### src/logic/reset_cause_defs.vh
// constants for the reset cause flag block
`ifndef RESET_CAUSE_DEFS_VH
`define RESET_CAUSE_DEFS_VH

// ******************************
// register byte offsets
// ******************************
`define OFS_CAUSE_A      12'h000
`define OFS_START_TYPE   12'h004
`define OFS_CAUSE_B      12'h008
`define OFS_EVT_STATUS   12'h00c
`define OFS_EVT_ENABLE   12'h010
`define OFS_EVT_CLEAR    12'h014
`define OFS_SRC_LEVEL    12'h018

// ******************************
// field positions
// ******************************
`define BIT_POWER_ON     0
`define BIT_VMON0        1
`define BIT_VMON1        2
`define BIT_VMON2        3
`define BIT_DEEP_STBY    7
`define BIT_COLD_WARM    0
`define BIT_IND_WDOG     0
`define BIT_WDOG         1
`define BIT_SOFT         2

// event and source bit order: pin, power-on, vmon0, watchdog
`define EV_PIN           0
`define EV_POR           1
`define EV_VMON0         2
`define EV_WDOG          3
`define EV_WIDTH         4

// ******************************
// reset values and widths
// ******************************
`define FLAG_CLR         1'b0
`define FLAG_SET         1'b1
`define REG8_ZERO        8'h00
`define EV_ZERO          4'h0
`define WORD_ZERO        32'h0000_0000
`define ADDR_W           12

`endif

### src/logic/level_sync.v
// two-stage synchroniser for asynchronous level inputs
module level_sync #(
  parameter WIDTH = 4
) (
  // clock and reset
  input  wire             pclk,
  input  wire             presetn,
  // levels
  input  wire [WIDTH-1:0] async_in,
  output reg  [WIDTH-1:0] sync_out
);

  reg [WIDTH-1:0] stage_one;

  // first stage feeds only the second
  always @(posedge pclk or negedge presetn)
  begin
    if (!presetn)
    begin
      stage_one <= {WIDTH{1'b0}};
      sync_out  <= {WIDTH{1'b0}};
    end
    else
    begin
      stage_one <= async_in;
      sync_out  <= stage_one;
    end
  end

endmodule

### src/logic/reset_cause_flags.v
// reset cause detect flags, cold/warm start flag and apb register file
//
// Decided for this implementation: the APB register port and the register addresses.
`include "reset_cause_defs.vh"

module reset_cause_flags (
  // apb clock and reset
  input  wire        pclk,
  input  wire        presetn,
  // apb slave
  input  wire        psel,
  input  wire        penable,
  input  wire        pwrite,
  input  wire [11:0] paddr,
  input  wire [31:0] pwdata,
  output reg  [31:0] prdata,
  output reg         pready,
  output reg         pslverr,
  // asynchronous reset sources
  input  wire        external_reset_pin_n,
  input  wire        power_on_req,
  input  wire        voltage_mon0_req,
  input  wire        watchdog_req,
  // status outputs
  output reg         reset_active,
  output reg         irq
);

  // ******************************
  // source synchronisation
  // ******************************
  wire [`EV_WIDTH-2:0] src_raw;
  wire [`EV_WIDTH-2:0] src_high;
  wire [`EV_WIDTH-1:0] src;
  reg  [`EV_WIDTH-1:0] src_prev;
  wire [`EV_WIDTH-1:0] src_rise;
  reg                  pin_meta;
  reg                  pin_sync;

  // active-high sources: power-on, monitor 0, watchdog
  assign src_raw = {watchdog_req, voltage_mon0_req, power_on_req};

  level_sync #(
    .WIDTH (`EV_WIDTH-1)
  ) u_sync (
    .pclk     (pclk),
    .presetn  (presetn),
    .async_in (src_raw),
    .sync_out (src_high)
  );

  // pin stages preset high so leaving presetn never looks like a pin reset
  always @(posedge pclk or negedge presetn)
  begin
    if (!presetn)
    begin
      pin_meta <= `FLAG_SET;
      pin_sync <= `FLAG_SET;
    end
    else
    begin
      pin_meta <= external_reset_pin_n;
      pin_sync <= pin_meta;
    end
  end

  // pin inverted only after both stages, so all levels read active high
  assign src      = {src_high, ~pin_sync};
  assign src_rise = src & ~src_prev;

  // ******************************
  // flag registers
  // ******************************
  reg power_on_detect_flag;
  reg voltage_mon0_detect_flag;
  reg watchdog_detect_flag;
  reg cold_warm_start_flag;
  reg next_power_on;
  reg next_vmon0;
  reg next_wdog;
  reg next_cold_warm;

  // other causes are not sourced here; they read as cleared
  wire voltage_mon1_detect_flag         = `FLAG_CLR;
  wire voltage_mon2_detect_flag         = `FLAG_CLR;
  wire deep_standby_cancel_flag         = `FLAG_CLR;
  wire independent_watchdog_detect_flag = `FLAG_CLR;
  wire software_reset_detect_flag       = `FLAG_CLR;

  // ******************************
  // apb decode
  // ******************************
  wire access   = psel & penable & ~pready;
  wire wr_take  = psel & penable & pready & pwrite;
  wire any_src  = |src;

  function hit;
    input [`ADDR_W-1:0] addr;
    input [`ADDR_W-1:0] ofs;
    begin
      hit = (addr == ofs);
    end
  endfunction

  function mapped;
    input [`ADDR_W-1:0] addr;
    begin
      mapped = hit(addr, `OFS_CAUSE_A) |
               hit(addr, `OFS_START_TYPE) |
               hit(addr, `OFS_CAUSE_B) |
               hit(addr, `OFS_EVT_STATUS) |
               hit(addr, `OFS_EVT_ENABLE) |
               hit(addr, `OFS_EVT_CLEAR) |
               hit(addr, `OFS_SRC_LEVEL);
    end
  endfunction

  wire wr_cause_a = wr_take & hit(paddr, `OFS_CAUSE_A);
  wire wr_start   = wr_take & hit(paddr, `OFS_START_TYPE);
  wire wr_cause_b = wr_take & hit(paddr, `OFS_CAUSE_B);
  wire wr_enable  = wr_take & hit(paddr, `OFS_EVT_ENABLE);
  wire wr_clear   = wr_take & hit(paddr, `OFS_EVT_CLEAR);

  // ******************************
  // flag update, highest source last
  // ******************************
  always @*
  begin
    next_power_on  = power_on_detect_flag;
    next_vmon0     = voltage_mon0_detect_flag;
    next_wdog      = watchdog_detect_flag;
    next_cold_warm = cold_warm_start_flag;
    // software clears a cause flag by writing zero; warm start marked by one
    if (wr_cause_a && !pwdata[`BIT_POWER_ON])
    begin
      next_power_on = `FLAG_CLR;
    end
    if (wr_cause_a && !pwdata[`BIT_VMON0])
    begin
      next_vmon0 = `FLAG_CLR;
    end
    if (wr_cause_b && !pwdata[`BIT_WDOG])
    begin
      next_wdog = `FLAG_CLR;
    end
    if (wr_start && pwdata[`BIT_COLD_WARM])
    begin
      next_cold_warm = `FLAG_SET;
    end
    // watchdog touches neither power-on, monitor 0 nor cold/warm
    if (src[`EV_WDOG])
    begin
      next_wdog = `FLAG_SET;
    end
    // monitor 0 keeps power-on and cold/warm
    if (src[`EV_VMON0])
    begin
      next_vmon0 = `FLAG_SET;
      next_wdog  = `FLAG_CLR;
    end
    // pin keeps cold/warm only
    if (src[`EV_PIN])
    begin
      next_power_on = `FLAG_CLR;
      next_vmon0    = `FLAG_CLR;
      next_wdog     = `FLAG_CLR;
    end
    // power-on wins over every other source
    if (src[`EV_POR])
    begin
      next_power_on  = `FLAG_SET;
      next_vmon0     = `FLAG_CLR;
      next_wdog      = `FLAG_CLR;
      next_cold_warm = `FLAG_CLR;
    end
  end

  // flags keep their value after release since no source drives them then
  always @(posedge pclk or negedge presetn)
  begin
    if (!presetn)
    begin
      power_on_detect_flag     <= `FLAG_CLR;
      voltage_mon0_detect_flag <= `FLAG_CLR;
      watchdog_detect_flag     <= `FLAG_CLR;
      cold_warm_start_flag     <= `FLAG_CLR;
    end
    else
    begin
      power_on_detect_flag     <= next_power_on;
      voltage_mon0_detect_flag <= next_vmon0;
      watchdog_detect_flag     <= next_wdog;
      cold_warm_start_flag     <= next_cold_warm;
    end
  end

  // ******************************
  // source history and activity
  // ******************************
  always @(posedge pclk or negedge presetn)
  begin
    if (!presetn)
    begin
      src_prev     <= `EV_ZERO;
      reset_active <= `FLAG_CLR;
    end
    else
    begin
      src_prev     <= src;
      reset_active <= any_src;
    end
  end

  // ******************************
  // event interrupt
  // ******************************
  reg [`EV_WIDTH-1:0] evt_status;
  reg [`EV_WIDTH-1:0] evt_enable;

  // a rising source in the clearing cycle survives the clear
  always @(posedge pclk or negedge presetn)
  begin
    if (!presetn)
    begin
      evt_status <= `EV_ZERO;
      evt_enable <= `EV_ZERO;
      irq        <= `FLAG_CLR;
    end
    else
    begin
      evt_status <= (evt_status & ~(wr_clear ? pwdata[`EV_WIDTH-1:0] : `EV_ZERO)) | src_rise;
      if (wr_enable)
      begin
        evt_enable <= pwdata[`EV_WIDTH-1:0];
      end
      irq <= |(evt_status & evt_enable);
    end
  end

  // ******************************
  // read mux
  // ******************************
  reg [31:0] rd_word;
  wire [7:0] cause_a_word = {deep_standby_cancel_flag, 3'h0, voltage_mon2_detect_flag,
                             voltage_mon1_detect_flag, voltage_mon0_detect_flag,
                             power_on_detect_flag};
  wire [7:0] cause_b_word = {5'h00, software_reset_detect_flag, watchdog_detect_flag,
                             independent_watchdog_detect_flag};
  wire [7:0] start_word   = {7'h00, cold_warm_start_flag};

  always @*
  begin
    rd_word = `WORD_ZERO;
    if (hit(paddr, `OFS_CAUSE_A))
      rd_word = {24'h000000, cause_a_word};
    else if (hit(paddr, `OFS_START_TYPE))
      rd_word = {24'h000000, start_word};
    else if (hit(paddr, `OFS_CAUSE_B))
      rd_word = {24'h000000, cause_b_word};
    else if (hit(paddr, `OFS_EVT_STATUS))
      rd_word = {28'h0000000, evt_status};
    else if (hit(paddr, `OFS_EVT_ENABLE))
      rd_word = {28'h0000000, evt_enable};
    else if (hit(paddr, `OFS_SRC_LEVEL))
      rd_word = {28'h0000000, src};
  end

  // ******************************
  // apb handshake: one wait state
  // ******************************
  // a registered answer keeps prdata off the combinational decode path
  always @(posedge pclk or negedge presetn)
  begin
    if (!presetn)
    begin
      pready  <= `FLAG_CLR;
      pslverr <= `FLAG_CLR;
      prdata  <= `WORD_ZERO;
    end
    else
    begin
      pready  <= access;
      pslverr <= access & ~mapped(paddr);
      if (access && !pwrite)
      begin
        prdata <= rd_word;
      end
      else
      begin
        prdata <= `WORD_ZERO;
      end
    end
  end

endmodule

### config.mk
export PLATFORM = sky130hd
export DESIGN_NAME = reset_cause_flags
export DESIGN_NICKNAME = d
export VERILOG_FILES = /design/src/logic/level_sync.v /design/src/logic/reset_cause_flags.v
export VERILOG_INCLUDE_DIRS = /design/src /design/src/logic
export SDC_FILE = /design/constraint.sdc
export NUM_CORES = 1
export LEC_CHECK = 0
export ABC_AREA = 1
export BUFFER_PORTS_ARGS = -buffer_cell sky130_fd_sc_hd__buf_2
export CAP_MARGIN = 10
export CELL_PAD_IN_SITES_DETAIL_PLACEMENT = 2
export CELL_PAD_IN_SITES_GLOBAL_PLACEMENT = 2
export CORE_ASPECT_RATIO = 1.1
export CORE_MARGIN = 10
export CORE_UTILIZATION = 24
export DETAILED_ROUTE_END_ITERATION = 10
export PLACE_DENSITY = 0.9
export SLEW_MARGIN = 20
export SYNTH_ARGS = -nofsm -noshare
export SYNTH_HDL_FRONTEND = slang
export SYNTH_SLANG_ARGS = --single-unit
### constraint.sdc
create_clock -name pclk -period 1.4 [get_ports pclk]
set_clock_uncertainty 0.2 [all_clocks]
set_input_delay 0.14 -clock pclk [delete_from_list [all_inputs] [get_ports pclk]]
set_output_delay 0.14 -clock pclk [all_outputs]
set_load 0.005 [all_outputs]
==> results of run 1 <==
==> layout make-up <==
cell class                      instances  area [µm²]
Clock buffer                            6       72.57
Fill cell                             778        4364
Timing Repair Buffer                   65       455.4
Tap cell                               82       102.6
Sequential cell                        32       803.3
Multi-Input combinational cell        131       698.2
Clock inverter                          2       35.03
Inverter                               27       101.3
==> synthesized netlist by cell type <==
cell type  number
nand4_1         7
conb_1          1
o21ai_0        14
buf_4          28
inv_1          27
nor4_2          1
nor3_1          2
nor2_4          2
o211ai_1        1
nor2_2          3
dfrtp_1        30
a211oi_1        2
o21bai_1        1
nand3_1        11
o21ai_1         2
a21oi_1         3
nand2_2         6
dfstp_2         2
or2_0           1
o2111ai_1       2
a21oi_2         1
nand2_1        30
nor2_1         14
==> power breakdown <==
group | switching [W] | internal (W)
combinational | 0.000125 | 0.0000899
sequential | 0.0000149 | 0.000952
clock | 0.000348 | 0.000528
==> sequential cells by signal, indices dropped and copies added (netlist names) <==
name and count:
evt_enable 4, evt_status 4, prdata 4, src_prev 4
u_sync.stage_one 3, u_sync.sync_out 3, cold_warm_start_flag 1, irq 1
pin_meta 1, pin_sync 1, power_on_detect_flag 1, pready 1
pslverr 1, reset_active 1, voltage_mon0_detect_flag 1, watchdog_detect_flag 1
==> per-stage QoR <==
step,worst slack (ps),TNS (ps),hold slack [ps],power (W),util [%]
2_1_floorplan,68.48,0,-355.6,0.001100,-
3_3_place_gp,-183.1,-2064,-90.75,0.001154,30.16
3_5_place_dp,-252.7,-2846,-86.43,0.001165,30.16
4_1_cts,3.451,0,18.12,0.002079,33.22
5_1_grt,-58.50,-316.3,46.48,0.002174,34.20
6_report,34.21,0,40.80,0.002058,34.20
==> per-layer routing <==
metal | vias up | track usage (%) | wire (µm)
met2 | 44 | 17.88 | 2848
li1 | 700 | - | -
met3 | 4 | 4.303 | 395
met5 | - | 0 | 0
met4 | 0 | 3.586 | 48
met1 | 730 | 9.551 | 1917
==> critical path, stage by stage, from the launching register on <==
cell and delay, ps:
dfrtp_1 380, nand2_1 60, nor2_1 90, buf_4 160, nand2_2 70, o21ai_2 200, a211oi_2 90
==> cells by family (layout without fill, tap and decap cells) <==
group	after synthesis	after routing	synth area share, %
AOI/OAI and AO/OA	26	26	9.223
other	1	28	0.2284
buffers and inverters	55	100	18.98
DFF	32	32	48.93
and+or+nand+nor	77	77	22.64
==> what timing repair did <==
item                       4_1_cts  5_1_grt
setup endpoints to repair        2       14
setup buffers                    0        0
resized for setup                2       26
pin swaps                        2        2
hold endpoints to repair        40        0
hold buffers                     9        0
==> how the worst min path moves through the flow <==
stage | to | slack (ps) | startpoint
2_1_floorplan | cold_warm_start_flag$_DFFE_PN0P_ | -360 | presetn
3_3_place_gp | reset_active$_DFF_PN0_ | -90 | presetn
3_5_place_dp | u_sync.stage_one[0]$_DFF_PN0_ | -90 | presetn
4_1_cts | prdata[1]$_DFF_PN0_ | 20 | pwrite
5_1_grt | prdata[1]$_DFF_PN0_ | 50 | pwrite
6_report | prdata[1]$_DFF_PN0_ | 40 | pwrite
==> results.toml, run 1 <==
[run_status]
status = "finished, final reports clean"

[routing]
wl_per_cell_um = 15.10
drt_iter0_drc = 56
drt_pass1_iterations = 4
drtAntennaViolNets = 0
vias = 1478
wirelength_mm = 5.210
drc = 0
avgViaCountPerCell = 4.284

[finish]
drive_above_1_share_pct = 36.12
num-nets-final = 315
final_common_cell = "buf_2"
layoutNonFillerInstCount = 345
syn_to_final_growth_pct = 38.19
finalInstanceArea_um2 = 2268
diodes = 0
most-common-layout-cells = "buf_2, dfrtp_1, conb_1"

[worst_setup_path]
worst_setup_path_endpoint = "voltage_mon0_detect_flag$_DFFE_PN0P_"
crit_start = "pready$_DFF_PN0_"
critPathKind = "reg2reg"
reg2reg_from = "pready$_DFF_PN0_"
r2r_end = "voltage_mon0_detect_flag$_DFFE_PN0P_"
crit_path_start_kind = "flip-flop"
critPathRequiredTime_ps = 1360
reg2regPathDepth = 6
r2r_setup_slack_ps = 30
end_kind = "flip-flop"
critPathMaxFanout = 4
arrival_ps = 1330

[min_path]
hold_path.class = "in2reg"
holdPathStages = 5

[power]
power_per_cell_area_nw_per_um2 = 907.3
peakVddDrop_mv = 0.5429
p_leak_nw = 1.177

[clocking]
cts.path.max_buffers = 2
cts.sinks = 32
clk_pin_slew_worst_paths_ps = 70
clk_latency_ps = 290
clock-root-buffer = "clkbuf_8"
tritoncts = "yes"
numCtsBuffers = 5
htreeDepth = 2

[floorplanning]
dieArea_um2 = 10550
start_util_pct = 24.75
coreArea_um2 = 6633
fp.dieW_um = 98.86
io-pin-count = 89
rows = 31
die_y_um = 106.7

[synth]
yosysSeqAreaShare_pct = 48.93
netlist_area_um2 = 1642
synth.avg_cell_area_um2 = 8.595
synth_area_leaders = "dfrtp_1, buf_4, nand2_1"
ys_types = 23
yosysWarnings = 0
yosys.area.top_type = "dfrtp_1"
synth_seq_cells = 32
netlist.area_leader.share_pct = 45.73
postSynthCellCount = 191

[place]
dp_cells = 328
dp_hpwl_mm = 4.122
place.gp.congestion = 0.8109
postPlaceCellArea_um2 = 2001
numPortBuffers = 32

[grt]
grt.total_usage_pct = 9.804
antenna_found_initial = 0
grt_pass1_vias = 1760
grt_start_max_net_pins = 33
grt_pass1_wl_mm = 8.404
overflow = 0

[sta]
drv_slew = 0
fmaxAchievable_ghz = 0.7322
setup_viol = 0
finalCritPeriodShare_pct = 97.56
hold_violations = 0
period_needed_ps = 1366
rsz0062_at_grt = "true"

[run]
drv_cap = 0
(Power assumes the default switching activity.)
==> run 2: changes to the inputs <==
- CORE_ASPECT_RATIO: 1.1 -> unset
==> results.toml, run 2 (synthesis results as in run 1) <==
[place]
postPlaceCellArea_um2 = 1991
dp_hpwl_mm = 4.250
place.gp.congestion = 0.8419
numPortBuffers = 32
dp_cells = 325

[run_status]
status = "finished, final reports clean"

[routing]
wl_per_cell_um = 15.44
vias = 1500
wirelength_mm = 5.327
avgViaCountPerCell = 4.348
drt_pass1_iterations = 4
drc = 0
drtAntennaViolNets = 0
drt_iter0_drc = 35

[finish]
num-nets-final = 317
diodes = 0
register_area_um2 = 803.3
layoutNonFillerInstCount = 345
syn_to_final_growth_pct = 38.57
most-common-layout-cells = "buf_2, dfrtp_1, conb_1"
final_common_cell = "buf_2"
multi_input_area_um2 = 709.4
fillers = 776
finalInstanceArea_um2 = 2275
drive_above_1_share_pct = 37.74

[power]
peakVddDrop_mv = 0.4765
power_per_cell_area_nw_per_um2 = 845.3
p_leak_nw = 1.156
power_switching_w = 0.0004773
power_frac_clock_pct = 38.3
power_frac_comb_pct = 11.3
power.share.sequential_pct = 50.3
swShare_pct = 24.83
intPower_w = 0.001445

[grt]
grt_pass1_wl_mm = 8.397
grt.total_usage_pct = 10.32
overflow = 0
grt_pass1_vias = 1721
antenna_found_initial = 0
grt_start_max_net_pins = 33

[clocking]
clk_latency_ps = 280
clock-root-buffer = "clkbuf_8"
numCtsBuffers = 5
tritoncts = "yes"
htreeDepth = 2
cts.path.max_buffers = 2
clk_pin_slew_worst_paths_ps = 70
cts.sinks = 32

[worst_setup_path]
crit_path_start_kind = "flip-flop"
end_kind = "flip-flop"
critPathMaxFanout = 4
reg2reg_from = "pready$_DFF_PN0_"
critPathKind = "reg2reg"
reg2regPathDepth = 6
arrival_ps = 1350
r2r_end = "voltage_mon0_detect_flag$_DFFE_PN0P_"
r2r_setup_slack_ps = 9
critPathRequiredTime_ps = 1360

[sta]
setup_viol = 0
drv_slew = 0
rsz0062_at_grt = "true"
hold_violations = 0
finalCritPeriodShare_pct = 99.38
period_needed_ps = 1391
fmaxAchievable_ghz = 0.7187

[min_path]
min_to = "prdata[1]$_DFF_PN0_"
holdPathStages = 5
hold_path.class = "in2reg"
min_from = "pwrite"

[run]
drv_cap = 0

[floorplanning]
fp.dieW_um = 102.7
coreArea_um2 = 6719
die_y_um = 102.7
dieArea_um2 = 10550
io-pin-count = 89
rows = 30
start_util_pct = 24.43
[run 2: per-stage QoR]
| step | utilization, % | setup TNS (ps) | total power, W | setup slack [ps] | hold WS [ps] |
|---|---|---|---|---|---|
| after CTS | 32.70 | -0.8820 | 0.001945 | -0.8820 | 2.052 |
| after global placement | 29.63 | -2032 | 0.001154 | -163.4 | -90.56 |
| final | 33.85 | 0 | 0.001923 | 8.642 | 7.558 |
| after floorplan | - | 0 | 0.001100 | 68.48 | -355.6 |
| after detailed placement | 29.63 | -3955 | 0.001166 | -345.4 | -85.58 |
| after global routing | 33.85 | -379.8 | 0.002031 | -62.20 | 44.03 |
[run 2: layout make-up]
| cell class | instances | share of cell area, % |
|---|---|---|
| sequential | 32 | 35.31 |
| multi-input combinational | 131 | 31.19 |
| timing repair buffer | 67 | 20.68 |
| inverter | 27 | 4.455 |
| tap | 80 | 4.400 |
| clock buffer | 8 | 3.960 |
[run 2: timing repair]
item                                    in CTS  in global routing
hold buffers                                 9                  0
endpoints found under the hold margin       41                  0
buffers inserted                             1                  2
gates cloned                                 0                  0
endpoints found under the setup margin      12                 13
resized for setup                           11                 20
pin swaps                                    3                 13
[run 2: per-layer routing]
layer	wire length (µm)	global-route usage [%]	up-vias	part of all wire (%)
li1	-	-	699	-
met4	85	3.688	0	1.6
met5	0	0	-	0
met1	2022	10.46	759	38
met3	254	3.016	7	4.8
met2	2965	19.48	35	56
[run 2: critical path, cell delays in order, from the launching register on]
cell	delay, ps
dfrtp_1	400
nand2_1	70
nor2_1	90
buf_4	150
nand2_1	90
o21ai_2	170
a211oi_2	90
[run 2: how the worst max path moves through the flow]
stage | to | cells past startpoint | slack, ps | from
after floorplan | evt_status[0]$_DFF_PN0_ | 8 | 70 | paddr[11]
after global placement | prdata[0]$_DFF_PN0_ | 11 | -160 | paddr[11]
after detailed placement | evt_status[2]$_DFF_PN0_ | 9 | -350 | paddr[11]
after CTS | voltage_mon0_detect_flag$_DFFE_PN0P_ | 6 | -0.9 | pready$_DFF_PN0_
after global routing | voltage_mon0_detect_flag$_DFFE_PN0P_ | 6 | -60 | pready$_DFF_PN0_
final | voltage_mon0_detect_flag$_DFFE_PN0P_ | 6 | 9 | pready$_DFF_PN0_
[run 2: power groups by stage]
stage | Sequential [W] | Clock, W | Combinational [W]
2_1_floorplan | 0.000979 | 0 | 0.000121
3_3_place_gp | 0.000981 | 0 | 0.000173
3_5_place_dp | 0.000983 | 0 | 0.000183
4_1_cts | 0.000966 | 0.000771 | 0.000207
5_1_grt | 0.000970 | 0.000814 | 0.000248
6_report | 0.000968 | 0.000737 | 0.000218
==> run 3: changes to the inputs <==
- CELL_PAD_IN_SITES_DETAIL_PLACEMENT: 2 -> 1
- CELL_PAD_IN_SITES_GLOBAL_PLACEMENT: 2 -> 1
- CORE_UTILIZATION: 24 -> 25
- PLACE_DENSITY: 0.9 -> 0.76
- RECOVER_POWER: unset -> 50
==> results.toml, run 3 (synthesis results as in run 1) <==
[run_status]
status = "finished, final reports clean"

[finish]
multi_input_area_um2 = 653.1
fillers = 765
num-nets-final = 315
diodes = 0
most-common-layout-cells = "buf_2, dfrtp_1, nand2_1"
drive_above_1_share_pct = 32.32
syn_to_final_growth_pct = 33.08
final_common_cell = "buf_2"
register_area_um2 = 803.3

[clocking]
cts.sinks = 32
clk_pin_slew_worst_paths_ps = 70
htreeDepth = 2
clk_latency_ps = 280
numCtsBuffers = 5
tritoncts = "yes"
clock-root-buffer = "clkbuf_8"
cts.path.max_buffers = 2

[floorplanning]
fp.dieW_um = 101.0
coreArea_um2 = 6350
io-pin-count = 89
rows = 29
start_util_pct = 25.85
dieArea_um2 = 10210
die_y_um = 101.0

[routing]
wirelength_mm = 4.636
wl_per_cell_um = 13.64
avgViaCountPerCell = 4.218
vias = 1434
drc = 0
drtAntennaViolNets = 0
drt_pass1_iterations = 4
drt_iter0_drc = 62

[sta]
slew_headroom_pct = 52.44
setup_viol = 0
period_needed_ps = 1387
finalCritPeriodShare_pct = 99.07
drv_slew = 0
layout_setup_ws_ps = 13.07
tns_ps = 0
hold_violations = 0
rsz0062_at_grt = "true"
fmaxAchievable_ghz = 0.7210
worst_pin_slew_ps = 713.4

[power]
power_frac_clock_pct = 38.4
power_frac_comb_pct = 10.3
intPower_w = 0.001435
totalPowerFinal_w = 0.001882
p_leak_nw = 1.135
peakVddDrop_mv = 0.5882
power_switching_w = 0.0004473
power.share.sequential_pct = 51.3
power_per_cell_area_nw_per_um2 = 861.4
swShare_pct = 23.77

[grt]
grt.total_usage_pct = 8.928
grt_pass1_vias = 1588
overflow = 0
grt_pass1_wl_mm = 7.417
grt_start_max_net_pins = 33
antenna_found_initial = 0

[place]
dp_hpwl_mm = 3.675
numPortBuffers = 32
place.gp.congestion = 0.8415
dp_slack_ps = -250.8

[worst_setup_path]
cpPeakStageDelay_ps = 400
crit_path_start_kind = "flip-flop"
critPathKind = "reg2reg"
path_cells = "nor2_1, nand2_1, inv_1, nand4_1, a211oi_2"
critPathRequiredTime_ps = 1390
arrival_ps = 1380
crit_start = "pready$_DFF_PN0_"
critPathMaxFanout = 3
crit_slowest_cell = "dfrtp_1"
reg2reg_from = "pready$_DFF_PN0_"
end_kind = "flip-flop"

[min_path]
hold_path.class = "in2reg"
min_from = "pwrite"

[run]
drv_cap = 0
## run 3: power by group through the flow
stage | logic [W] | clock network (W) | registers (W)
floorplan | 0.000121 | 0 | 0.000979
global placement | 0.000169 | 0 | 0.000980
detailed placement | 0.000174 | 0 | 0.000982
CTS | 0.000195 | 0.000749 | 0.000964
global route | 0.000223 | 0.000791 | 0.000966
finish | 0.000194 | 0.000722 | 0.000965
## run 3: repair_timing
item | in CTS | in global routing
hold endpoints to repair | 40 | 0
gates resized for setup | 1 | 11
pin swaps | 1 | 5
endpoints found under the setup margin | 2 | 15
cloned | 0 | 0
buffers inserted | 0 | 2
hold buffers | 9 | 0
## run 3: area by class of cell
cell class,count,share of cell area (%)
multi-input combinational,131,29.90
sequential,32,36.77
clock buffer,8,4.124
inverter,27,4.639
tap,77,4.410
timing repair buffer,65,20.16
## run 3: final timing paths
| path | endpoint | slack (ps) | cells after the start |
|---|---|---|---|
| setup / recovery | prdata[3]$_DFF_PN0_ | 10 | 5 |
| hold / removal | prdata[1]$_DFF_PN0_ | 10 | 5 |
| setup reg to reg | prdata[3]$_DFF_PN0_ | 10 | 5 |
| hold reg to reg | u_sync.sync_out[2]$_DFF_PN0_ | 150 | 0 |
| max in group asynchronous | u_sync.stage_one[2]$_DFF_PN0_ | 210 | 3 |
| min in group asynchronous | pready$_DFF_PN0_ | 330 | 3 |
## run 3: per-stage QoR
step                      util (%)  area [µm²]  std cells  hold WS (ps)
after floorplan                  -        1743        218        -355.6
after global placement       31.17        1979        321        -95.03
after detailed placement     31.17        1979        321        -91.13
after CTS                    34.01        2160        338         10.50
after global routing         34.40        2185        340         39.34
final                        34.40        2185        340         13.40
## run 3: per-layer routing
metal  routed length (µm)  GRT usage, %  share of wire (%)  up-vias
met5                    0             0                  0        -
met1                 1910         9.883                 41      686
met2                 2360         15.33                 51       42
li1                     -             -                  -      698
met4                   57         3.001                1.2        0
met3                  307         3.361                6.6        8
## run 3: critical path: cells and delay by family (launching register included)
family / cells / cell delay, ps
buffers and inverters: 1 / 80
AOI/OAI and AO/OA: 1 / 200
DFF: 1 / 400
and+or+nand+nor: 3 / 410
